[src/shared/dbc_pkg.sv]
// dbc_pkg: register map, field layout, reset values, timing counts and
// carriers of the DMA bus configuration block.
// assumes a 32-bit Avalon-MM slave decoded on byte addresses.
package dbc_pkg;
   localparam logic [7:0] DBC_OFS_COUNT = 8'h34;
   localparam logic [7:0] DBC_OFS_CONFIG = 8'h38;
   localparam logic [7:0] DBC_OFS_HWMODE = 8'h3C;
   localparam logic [7:0] DBC_OFS_STATUS = 8'h40;

   localparam int DBC_CFG_ATA_BIT = 13;
   localparam int DBC_CFG_MTIM_LSB = 11;
   localparam int DBC_CFG_PIO_LSB = 8;
   localparam int DBC_CFG_CNTOFF_BIT = 7;
   localparam int DBC_CFG_STRB_LSB = 2;
   localparam int DBC_CFG_WIDTH_BIT = 0;
   localparam int DBC_HW_MASTER_BIT = 4;
   localparam int DBC_HW_SWAP_LSB = 6;
   localparam int DBC_ST_EMPTY_BIT = 0;
   localparam int DBC_ST_FULL_BIT = 1;
   localparam int DBC_ST_ZERO_BIT = 2;
   localparam int DBC_ST_ARMED_BIT = 3;
   localparam int DBC_ST_SINK_BIT = 4;
   localparam int DBC_ST_BUSY_BIT = 5;

   localparam int DBC_DATA_W = 16;
   localparam int DBC_FIFO_DEPTH = 16;

   localparam logic [1:0] DBC_MAP_RA = 2'h1;
   localparam logic [1:0] DBC_MAP_ACK = 2'h2;
   localparam logic [1:0] DBC_MTIM_CUSTOM = 2'h3;
   localparam logic [1:0] DBC_SWAP_ON = 2'h1;

   localparam logic [3:0] DBC_ACT_MODE0 = 4'h8;
   localparam logic [3:0] DBC_ACT_MODE1 = 4'h4;
   localparam logic [3:0] DBC_ACT_MODE2 = 4'h3;
   localparam logic [3:0] DBC_RECOVER = 4'h2;

   // bit 0 read strobe, bit 1 write strobe, bit 2 acknowledge
   typedef struct packed {
      logic ack;
      logic write;
      logic read;
   } dbc_strobe_s;

   typedef struct packed {
      logic ataPath;
      logic [1:0] masterTiming;
      logic [2:0] pioTiming;
      logic byteCounterOff;
      logic [1:0] strobeMap;
      logic width16;
   } dbc_cfg_s;

   typedef struct packed {
      logic [1:0] laneSwap;
      logic master;
   } dbc_hw_s;

   localparam logic [31:0] DBC_COUNT_RESET = 32'h0000_0000;
   localparam dbc_cfg_s DBC_CFG_RESET =
      '{ataPath: 1'b0, masterTiming: 2'h0, pioTiming: 3'h0,
        byteCounterOff: 1'b0, strobeMap: 2'h0, width16: 1'b1};
   localparam dbc_hw_s DBC_HW_RESET = '{laneSwap: 2'h0, master: 1'b0};
endpackage

[src/rtl/dbc_fifo.sv]
// dbc_fifo: flip-flop FIFO with valid/ready on both sides.
// assumes DEPTH is a power of two; one clock, clock enable freezes it.
`timescale 1ns/1ps
`default_nettype none
module dbc_fifo #(
   parameter int WIDTH = 16,
   parameter int DEPTH = 16
) (
   input wire logic clk,
   input wire logic resetn,
   input wire logic ce,
   input wire logic flush,
   input wire logic inValid,
   output logic inReady,
   input wire logic [WIDTH-1:0] inData,
   output logic outValid,
   input wire logic outReady,
   output logic [WIDTH-1:0] outData,
   output logic [$clog2(DEPTH):0] level
);
   localparam int AW = $clog2(DEPTH);
   localparam logic [AW:0] FULL_COUNT = (AW+1)'(DEPTH);

   logic [WIDTH-1:0] mem [DEPTH];
   logic [AW-1:0] wrIdx;
   logic [AW-1:0] rdIdx;
   logic [AW:0] count;
   logic [AW:0] next_count;

   wire push = inValid & inReady;
   wire pop = outValid & outReady;

   assign inReady = (count != FULL_COUNT);
   assign outValid = (count != '0);
   assign outData = mem[rdIdx];
   assign level = count;

   always_comb begin
      unique case ({push, pop})
         2'b10: next_count = count + (AW+1)'(1);
         2'b01: next_count = count - (AW+1)'(1);
         default: next_count = count;
      endcase
   end

   always_ff @(posedge clk or negedge resetn) begin
      if (!resetn) begin
         wrIdx <= '0;
         rdIdx <= '0;
         count <= '0;
      end else if (ce) begin
         if (flush) begin
            wrIdx <= '0;
            rdIdx <= '0;
            count <= '0;
         end else begin
            if (push) wrIdx <= wrIdx + AW'(1);
            if (pop) rdIdx <= rdIdx + AW'(1);
            count <= next_count;
         end
      end
   end

   always_ff @(posedge clk) begin
      if (ce && push && !flush) mem[wrIdx] <= inData;
   end
endmodule
`default_nettype wire

[src/rtl/dbc_dma_bus_config.sv]
// dbc_dma_bus_config: DMA bus configuration, strobe routing, byte counter
// and outbound buffering of a USB peripheral controller's DMA port.
// assumes pins are synchronous to clk; internal signal levels are
// active high (pin polarity is handled outside this block).
`timescale 1ns/1ps
`default_nettype none
module dbc_dma_bus_config #(
   parameter int FIFO_DEPTH = dbc_pkg::DBC_FIFO_DEPTH,
   parameter logic [3:0] ACT_MODE0 = dbc_pkg::DBC_ACT_MODE0,
   parameter logic [3:0] ACT_MODE1 = dbc_pkg::DBC_ACT_MODE1,
   parameter logic [3:0] ACT_MODE2 = dbc_pkg::DBC_ACT_MODE2,
   parameter logic [3:0] RECOVER = dbc_pkg::DBC_RECOVER
) (
   input wire logic clk,
   input wire logic resetn,
   input wire logic ce,
   input wire logic busReset,
   input wire logic [7:0] avs_address,
   input wire logic avs_read,
   input wire logic avs_write,
   input wire logic [31:0] avs_writedata,
   input wire logic [3:0] avs_byteenable,
   output logic [31:0] avs_readdata,
   output logic avs_waitrequest,
   input wire dbc_pkg::dbc_strobe_s strobeIn,
   output dbc_pkg::dbc_strobe_s strobeOut,
   output dbc_pkg::dbc_strobe_s strobeOe,
   input wire logic dmaRequestIn,
   output logic dmaRequestOut,
   output logic dmaRequestOe,
   input wire logic [15:0] busDataIn,
   output logic [15:0] busDataOut,
   output logic busDataOe,
   input wire logic dirOut,
   input wire logic [3:0] customActiveCycles,
   input wire logic srcValid,
   output logic srcReady,
   input wire logic [15:0] srcData,
   output logic sinkValid,
   input wire logic sinkReady,
   output logic [15:0] sinkData,
   output dbc_pkg::dbc_cfg_s cfg
);
   import dbc_pkg::*;

   typedef enum logic [1:0] {GEN_IDLE, GEN_ACTIVE, GEN_RECOVER} dbc_gen_e;

   // one-hot strobe that captures (capture=1) or drives data for a role
   function automatic logic [2:0] strobeSel(input logic [1:0] map,
                                           input logic master,
                                           input logic capture);
      logic [2:0] rd;
      logic [2:0] wr;
      logic [2:0] ack;
      rd = 3'h1;
      wr = 3'h2;
      ack = 3'h4;
      case (map)
         DBC_MAP_RA:
            strobeSel = (capture == master) ? rd : ack;
         DBC_MAP_ACK:
            strobeSel = ack;
         default:
            strobeSel = (capture == master) ? rd : wr;
      endcase
   endfunction

   // bus lanes to internal word, both directions alike
   function automatic logic [15:0] laneFormat(input logic [15:0] w,
                                             input logic width16,
                                             input logic [1:0] swap);
      if (!width16)
         laneFormat = {8'h00, w[7:0]};
      else if (swap == DBC_SWAP_ON)
         laneFormat = {w[7:0], w[15:8]};
      else
         laneFormat = w;
   endfunction

   function automatic logic [31:0] mergeBytes(input logic [31:0] old,
                                             input logic [31:0] wd,
                                             input logic [3:0] be);
      mergeBytes = old;
      for (int i = 0; i < 4; i++) begin
         if (be[i]) mergeBytes[8*i +: 8] = wd[8*i +: 8];
      end
   endfunction

   function automatic logic [15:0] cfgPack(input dbc_cfg_s c);
      cfgPack = 16'h0000;
      cfgPack[DBC_CFG_ATA_BIT] = c.ataPath;
      cfgPack[DBC_CFG_MTIM_LSB +: 2] = c.masterTiming;
      cfgPack[DBC_CFG_PIO_LSB +: 3] = c.pioTiming;
      cfgPack[DBC_CFG_CNTOFF_BIT] = c.byteCounterOff;
      cfgPack[DBC_CFG_STRB_LSB +: 2] = c.strobeMap;
      cfgPack[DBC_CFG_WIDTH_BIT] = c.width16;
   endfunction

   function automatic logic [7:0] hwPack(input dbc_hw_s h);
      hwPack = 8'h00;
      hwPack[DBC_HW_MASTER_BIT] = h.master;
      hwPack[DBC_HW_SWAP_LSB +: 2] = h.laneSwap;
   endfunction

   // register bus slave: one wait cycle, then the answer
   logic rsp;
   logic [31:0] count;
   dbc_hw_s hw;
   logic armed;
   wire avReq = avs_read | avs_write;
   wire avFirst = avReq & ~rsp & ce;
   wire wrTake = avs_write & rsp & ce;
   wire hitCount = (avs_address == DBC_OFS_COUNT);
   wire hitConfig = (avs_address == DBC_OFS_CONFIG);
   wire hitHw = (avs_address == DBC_OFS_HWMODE);
   wire hitStatus = (avs_address == DBC_OFS_STATUS);
   wire wrCount = wrTake & hitCount;
   wire wrConfig = wrTake & hitConfig;
   wire wrHw = wrTake & hitHw;
   assign avs_waitrequest = avReq & ~(rsp & ce);

   wire [31:0] cntMerged = mergeBytes(count, avs_writedata,
                                      avs_byteenable);
   wire [31:0] cfgMerged = mergeBytes({16'h0000, cfgPack(cfg)},
                                      avs_writedata, avs_byteenable);
   wire [31:0] hwMerged = mergeBytes({24'h000000, hwPack(hw)},
                                     avs_writedata, avs_byteenable);

   // role and counter qualification
   wire roleMaster = hw.master;
   wire masterDrive = roleMaster & cfg.ataPath;
   wire cntEnabled = ~(cfg.byteCounterOff & ~roleMaster);
   wire countZero = (count == 32'h0000_0000);
   wire countBlock = cntEnabled & countZero;

   // outbound buffer
   logic fifoValid;
   logic fifoFull;
   logic [15:0] fifoData;
   logic [$clog2(FIFO_DEPTH):0] fifoLevel;
   logic drvFall;
   wire fifoPop = drvFall & fifoValid & ~countBlock;

   dbc_fifo #(.WIDTH(DBC_DATA_W), .DEPTH(FIFO_DEPTH)) outFifo (
      .clk(clk),
      .resetn(resetn),
      .ce(ce),
      .flush(busReset),
      .inValid(srcValid),
      .inReady(srcReady),
      .inData(srcData),
      .outValid(fifoValid),
      .outReady(fifoPop),
      .outData(fifoData),
      .level(fifoLevel)
   );
   assign fifoFull = (fifoLevel == ($clog2(FIFO_DEPTH)+1)'(FIFO_DEPTH));

   // strobe routing
   dbc_gen_e genState;
   logic [3:0] genCnt;
   logic [2:0] strbPrev;
   wire [2:0] capSel = strobeSel(cfg.strobeMap, roleMaster, 1'b1);
   wire [2:0] drvSel = strobeSel(cfg.strobeMap, roleMaster, 1'b0);
   wire [2:0] genOnehot = (genState == GEN_ACTIVE) ?
                          (dirOut ? drvSel : capSel) : 3'h0;
   wire [2:0] strbNow = masterDrive ? genOnehot : strobeIn;
   wire capLevel = |(strbNow & capSel);
   wire drvLevel = |(strbNow & drvSel);
   wire capFall = |(strbPrev & capSel) & ~capLevel & ~dirOut;
   assign drvFall = |(strbPrev & drvSel) & ~drvLevel & dirOut;

   wire sinkFree = ~sinkValid | sinkReady;
   wire capTake = capFall & sinkFree & ~countBlock;
   wire xferDone = capTake | fifoPop;
   wire workAvail = dirOut ? fifoValid : sinkFree;
   wire okToMove = workAvail & ~countBlock;
   wire [31:0] step = cfg.width16 ? 32'h0000_0002 : 32'h0000_0001;

   assign strobeOut = dbc_strobe_s'(genOnehot);
   assign strobeOe = dbc_strobe_s'({3{masterDrive}});
   assign busDataOe = drvLevel & dirOut & fifoValid;
   assign dmaRequestOut = okToMove;
   assign dmaRequestOe = armed & ~masterDrive;

   // master strobe length per timing mode
   logic [3:0] activeLen;
   always_comb begin
      unique case (cfg.masterTiming)
         2'h0: activeLen = ACT_MODE0;
         2'h1: activeLen = ACT_MODE1;
         2'h2: activeLen = ACT_MODE2;
         DBC_MTIM_CUSTOM:
            activeLen = (customActiveCycles == 4'h0) ? 4'h1 :
                        customActiveCycles;
      endcase
   end

   // next-state of the configuration registers
   dbc_cfg_s next_cfg;
   dbc_hw_s next_hw;
   logic [31:0] next_count;
   logic next_armed;
   always_comb begin
      next_cfg = cfg;
      next_hw = hw;
      next_armed = armed;
      if (busReset) begin
         next_cfg = DBC_CFG_RESET;
         next_hw = DBC_HW_RESET;
         next_armed = 1'b0;
      end else begin
         if (wrConfig) begin
            next_cfg.ataPath = cfgMerged[DBC_CFG_ATA_BIT];
            next_cfg.masterTiming = cfgMerged[DBC_CFG_MTIM_LSB +: 2];
            next_cfg.pioTiming = cfgMerged[DBC_CFG_PIO_LSB +: 3];
            next_cfg.byteCounterOff = cfgMerged[DBC_CFG_CNTOFF_BIT];
            next_cfg.strobeMap = cfgMerged[DBC_CFG_STRB_LSB +: 2];
            next_cfg.width16 = cfgMerged[DBC_CFG_WIDTH_BIT];
            next_armed = 1'b1;
         end
         if (wrHw) begin
            next_hw.master = hwMerged[DBC_HW_MASTER_BIT];
            next_hw.laneSwap = hwMerged[DBC_HW_SWAP_LSB +: 2];
         end
      end
   end

   always_comb begin
      next_count = count;
      if (busReset)
         next_count = DBC_COUNT_RESET;
      else if (wrCount)
         next_count = cntMerged;
      else if (xferDone)
         next_count = count - step;
   end

   wire [5:0] statusBits = {genState != GEN_IDLE, sinkValid, armed,
                            countZero, fifoFull, ~fifoValid};
   wire [31:0] rdMux =
      hitCount ? count :
      hitConfig ? {16'h0000, cfgPack(cfg)} :
      hitHw ? {24'h000000, hwPack(hw)} :
      hitStatus ? {26'h0, statusBits} : 32'h0000_0000;

   always_ff @(posedge clk or negedge resetn) begin
      if (!resetn) begin
         rsp <= 1'b0;
         avs_readdata <= 32'h0000_0000;
      end else if (ce) begin
         rsp <= avReq & ~rsp;
         if (avFirst) avs_readdata <= rdMux;
      end
   end

   always_ff @(posedge clk or negedge resetn) begin
      if (!resetn) begin
         cfg <= DBC_CFG_RESET;
         hw <= DBC_HW_RESET;
         count <= DBC_COUNT_RESET;
         armed <= 1'b0;
      end else if (ce) begin
         cfg <= next_cfg;
         hw <= next_hw;
         count <= next_count;
         armed <= next_armed;
      end
   end

   // master strobe generator, only in ATA/master operation
   dbc_gen_e next_genState;
   logic [3:0] next_genCnt;
   always_comb begin
      next_genState = genState;
      next_genCnt = genCnt;
      if (busReset || !masterDrive) begin
         next_genState = GEN_IDLE;
         next_genCnt = 4'h0;
      end else begin
         unique case (genState)
            GEN_IDLE:
               if (dmaRequestIn && okToMove) begin
                  next_genState = GEN_ACTIVE;
                  next_genCnt = activeLen - 4'h1;
               end
            GEN_ACTIVE:
               if (genCnt == 4'h0) begin
                  next_genState = GEN_RECOVER;
                  next_genCnt = (RECOVER == 4'h0) ? 4'h0 :
                                RECOVER - 4'h1;
               end else begin
                  next_genCnt = genCnt - 4'h1;
               end
            GEN_RECOVER:
               if (genCnt == 4'h0)
                  next_genState = GEN_IDLE;
               else
                  next_genCnt = genCnt - 4'h1;
         endcase
      end
   end

   always_ff @(posedge clk or negedge resetn) begin
      if (!resetn) begin
         genState <= GEN_IDLE;
         genCnt <= 4'h0;
         strbPrev <= 3'h0;
      end else if (ce) begin
         genState <= next_genState;
         genCnt <= next_genCnt;
         strbPrev <= strbNow;
      end
   end

   // data path registers; lane swap assumed 00 on the narrow bus
   always_ff @(posedge clk or negedge resetn) begin
      if (!resetn) begin
         busDataOut <= 16'h0000;
         sinkValid <= 1'b0;
         sinkData <= 16'h0000;
      end else if (ce) begin
         busDataOut <= laneFormat(fifoData, cfg.width16,
                                  hw.laneSwap);
         if (busReset)
            sinkValid <= 1'b0;
         else if (capTake)
            sinkValid <= 1'b1;
         else if (sinkReady)
            sinkValid <= 1'b0;
         if (capTake)
            sinkData <= laneFormat(busDataIn, cfg.width16, hw.laneSwap);
      end
   end
endmodule
`default_nettype wire

[config.mk]
export PLATFORM = sky130hd
export DESIGN_NAME = dbc_dma_bus_config
export DESIGN_NICKNAME = d
export VERILOG_FILES = /design/src/shared/dbc_pkg.sv /design/src/rtl/dbc_fifo.sv /design/src/rtl/dbc_dma_bus_config.sv
export SDC_FILE = /design/constraint.sdc
export NUM_CORES = 1
export LEC_CHECK = 0
export ABC_AREA = 1
export BUFFER_PORTS_ARGS = -buffer_cell sky130_fd_sc_hd__clkbuf_2
export CAP_MARGIN = 20
export CORE_MARGIN = 3
export CORE_UTILIZATION = 25
export DETAILED_ROUTE_END_ITERATION = 10
export GPL_ROUTABILITY_DRIVEN = 1
export SETUP_SLACK_MARGIN = 0.2
export SYNTH_ARGS = -nofsm -noshare
export SYNTH_HDL_FRONTEND = slang
export SYNTH_SLANG_ARGS = --single-unit
[constraint.sdc]
create_clock -name clk -period 5.7 [get_ports clk]
set_input_delay 1.71 -clock clk [delete_from_list [all_inputs] [get_ports clk]]
set_output_delay 1.71 -clock clk [all_outputs]
set_load 0.02 [all_outputs]
==> results_dict.tcl <==
set metrics [dict create \
    grt_antenna_before_repair 8 \
    clock_sink_count 390 \
    synth_edf_count 256 \
    dieHeight_um 272 \
    cts_hold_repair.buffers 0 \
    dominantRegCellSynth "sky130_fd_sc_hd__edfxtp_1" \
    yosysUniqueCellTypes 55 \
    clock_power_share 0.374 \
    wl_per_cell_um 19.0 \
    max-cap-violations 0 \
    cellLeakagePower_nw 8.48 \
    final_cell_area_mm2 0.0212 \
    grt-ovfl-total 0 \
    wl_um 55100 \
    layout_worst_path_cycle_share 0.787 \
    route.detailed.drc 0 \
    syn-instance-count 1750 \
    timing.max_slew.rel_slack 0.240 \
    route.vias.total 13800 \
    cts_resized 0 \
    cts_tree "built" \
    criticalPathCategory "primary input to output port" \
    drt_iter0_drc 1362 \
    depth_of_the_cts_h_tree 2 \
    cp.arrival_ns 2.77 \
    async_flop_share 0.344 \
    unrepaired_setup_endpoints_after_global_routing "no" \
    layout.cells.most_common "sky130_fd_sc_hd__nand2_1" \
    drt.antenna.violating_nets 0 \
    critical_path_required_ns 3.99 \
    final_layout_size_suffix_gt1_frac 0.168 \
    pin_count_of_the_biggest_net_entering_global_routing 100 \
    status "completed" \
    final_weighted_congestion_in_routability_driven_placement 0.903 \
    syn_avg_cell_area_um2 10.1 \
    sequential_share_of_the_synthesized_area 0.626 \
    final_cell_mix "396 x sky130_fd_sc_hd__nand2_1, 256 x sky130_fd_sc_hd__edfxtp_1, 202 x sky130_fd_sc_hd__nor2_1" \
    post-cts-setup-buffers 0 \
    critPathMaxFanout 6 \
    synth.area.top_cells "sky130_fd_sc_hd__edfxtp_1 44%, sky130_fd_sc_hd__dfrtp_1 19%, sky130_fd_sc_hd__nand2_1 8.4%, sky130_fd_sc_hd__o21ai_0 5.2%, sky130_fd_sc_hd__nor2_1 4.3%" \
    timing.critical_path.from_type "primary input" \
    grt_pass1_vias 13200 \
    synthesis.nets 1862 \
    estimated_wirelength_of_the_detail_placed_design_um 36300 \
    holdCritPathClass "register to register" \
    power_frac_seq 0.429 \
    core_mm2 0.0693 \
    floorplan.rows 96 \
    cts_inserted_buffers 42 \
    clockBufferDepth 3 \
    port_buffers 178 \
    grt_util_all_layers 0.146 \
    synthesis.area_mm2 0.0176 \
    power.density_cell_area_mw_per_mm2 374 \
    timing_max_transition_violations_final 0 \
    number_of_top_level_design_ports 179 \
    ctsRootBufferMaster "sky130_fd_sc_hd__clkbuf_16" \
    clk_latency_ns 0.60 \
    max_freq_mhz 223 \
    floorplan.die.width_um 272 \
    die_area_mm2 0.0738 \
    switchingPower_w 0.00247 \
    comb_power_share 0.197 \
    finalClockSkew_ns 0.0544 \
    dpl-instance-area_mm2 0.0197 \
    vdd_ir_max_v 0.000208 \
    endpoint_kind "output port" \
    clkTransAtPathRegs_ns 0.06 \
    post-route-min-period_ns 4.48 \
    max_slew.worst_pin.slew_ns 1.14 \
    floorplan.initialDensity 0.255 \
    post-synth-top-area-fraction 0.436 \
    grt_first_pass_wirelength_um 83100 \
    dr.pass1.iters 5 \
    routed_via_density 4.75 \
    timing_hold_violations_final 0 \
    synth_seq_cells 390 \
    num-nets-final 2043 \
    cellInternalPower_w 0.00546 \
    finalSetupViolCount 0 \
    yosysTopAreaCell "sky130_fd_sc_hd__edfxtp_1" \
    area_growth_syn_to_layout_pct 20.2 \
    tns_ns 0 \
    synth-warning-count 0 \
    sw_share 0.311 \
]
[area by class of cell]
cell class,instances,area (µm²)
Sequential cell,390,11000
Fill cell,7143,48100
Tap cell,931,1160
Inverter,109,410
Clock buffer,51,1150
Timing Repair Buffer,216,1230
Clock inverter,27,362
Antenna cell,2,5.00
Multi-Input combinational cell,1172,5830
[state kept, by name, indices dropped and copies added, names as in the netlist]
name and flops:
armed 1, avs_readdata 32, busDataOut 16, cfg 10, count 32, genCnt 4, genState 2, hw 2
outFifo.level 5, outFifo.mem 256, outFifo.rdIdx 4, outFifo.wrIdx 4, roleMaster 1, rsp 1, sinkData 16, sinkValid 1
strbPrev 3
[synth_stat cells, types with 4 or more instances]
| cell | n |
|---|---|
| sky130_fd_sc_hd__nand2_1 | 396 |
| sky130_fd_sc_hd__edfxtp_1 | 256 |
| sky130_fd_sc_hd__nor2_1 | 202 |
| sky130_fd_sc_hd__o21ai_0 | 185 |
| sky130_fd_sc_hd__dfrtp_1 | 133 |
| sky130_fd_sc_hd__inv_1 | 97 |
| sky130_fd_sc_hd__nand3_1 | 69 |
| sky130_fd_sc_hd__clkbuf_1 | 59 |
| sky130_fd_sc_hd__a21oi_1 | 57 |
| sky130_fd_sc_hd__o21ai_1 | 37 |
| sky130_fd_sc_hd__xor2_1 | 24 |
| sky130_fd_sc_hd__nand4_1 | 23 |
| sky130_fd_sc_hd__o22ai_1 | 22 |
| sky130_fd_sc_hd__ha_1 | 18 |
| sky130_fd_sc_hd__a221oi_1 | 17 |
| sky130_fd_sc_hd__o221ai_1 | 17 |
| sky130_fd_sc_hd__a31oi_1 | 13 |
| sky130_fd_sc_hd__nand2_2 | 11 |
| sky130_fd_sc_hd__nor3_1 | 11 |
| sky130_fd_sc_hd__inv_2 | 9 |
| sky130_fd_sc_hd__o31ai_1 | 9 |
| sky130_fd_sc_hd__buf_2 | 7 |
| sky130_fd_sc_hd__o211ai_1 | 7 |
| sky130_fd_sc_hd__a22oi_1 | 5 |
| sky130_fd_sc_hd__buf_6 | 5 |
| sky130_fd_sc_hd__nand3_2 | 5 |
| sky130_fd_sc_hd__nor2_2 | 5 |
| sky130_fd_sc_hd__a211oi_1 | 4 |
| sky130_fd_sc_hd__buf_1 | 4 |
| sky130_fd_sc_hd__buf_4 | 4 |
[critical path, cell delays in order]
cell and delay [ns]:
sky130_fd_sc_hd__clkbuf_2 0.14, sky130_fd_sc_hd__inv_1 0.12, sky130_fd_sc_hd__nand3_1 0.08, sky130_fd_sc_hd__nand3_1 0.10, sky130_fd_sc_hd__nand2_1 0.08, sky130_fd_sc_hd__nand3_1 0.07, sky130_fd_sc_hd__nand2_1 0.07, sky130_fd_sc_hd__nor2_1 0.17
sky130_fd_sc_hd__nor2_1 0.06, sky130_fd_sc_hd__clkbuf_2 0.15
[per-layer routing]
metal	track usage	wire length, µm
met5	0	41
met4	0.0402	1310
met3	0.0324	3990
met2	0.233	25500
met1	0.198	24300
[power groups by stage]
stage | sequential (W) | combinational [W] | clock (W)
after floorplan | 0.00351 | 0.000906 | 0
after global placement | 0.00345 | 0.00154 | 0
after detailed placement | 0.00345 | 0.00157 | 0
after CTS | 0.00340 | 0.00157 | 0.00303
after global routing | 0.00342 | 0.00175 | 0.00315
final | 0.00340 | 0.00157 | 0.00297
[path summary, 6_finish.rpt]
path	startpoint	end	slack, ns	cells past startpoint
max in group asynchronous	resetn	count[25]	3.44	2
max reg2reg	cfg[0]	count[23]	2.48	13
min	busDataOut[8]	busDataOut[8]	0.49	2
min reg2reg	busDataOut[8]	busDataOut[8]	0.49	2
min in group asynchronous	resetn	strbPrev[2]	1.10	1
max	dirOut	busDataOe	1.22	10
[per-stage QoR]
stage               utilization  hold WS [ns]  power, W  std cells  setup WS [ns]
detailed placement        0.284         0.465   0.00502       2818           1.22
CTS                       0.306         0.490   0.00800       2896           1.22
global placement          0.284         0.468   0.00499       2818           1.24
floorplan                     -         0.475   0.00442       1750           1.46
finish                    0.306         0.488   0.00793       2898           1.22
global route              0.306         0.497   0.00832       2897           1.08
[kinds of logic after synthesis]
family	count (synthesis)	share of synthesized area
AO/OA/AOI/OAI	390	0.129
XOR/XNOR	27	0.0134
buffers and inverters	188	0.0435
AND/OR/NAND/NOR	736	0.174
adder cells (fa/ha/maj)	19	0.0139
flip-flops	390	0.626
(Power assumes the default switching activity.)
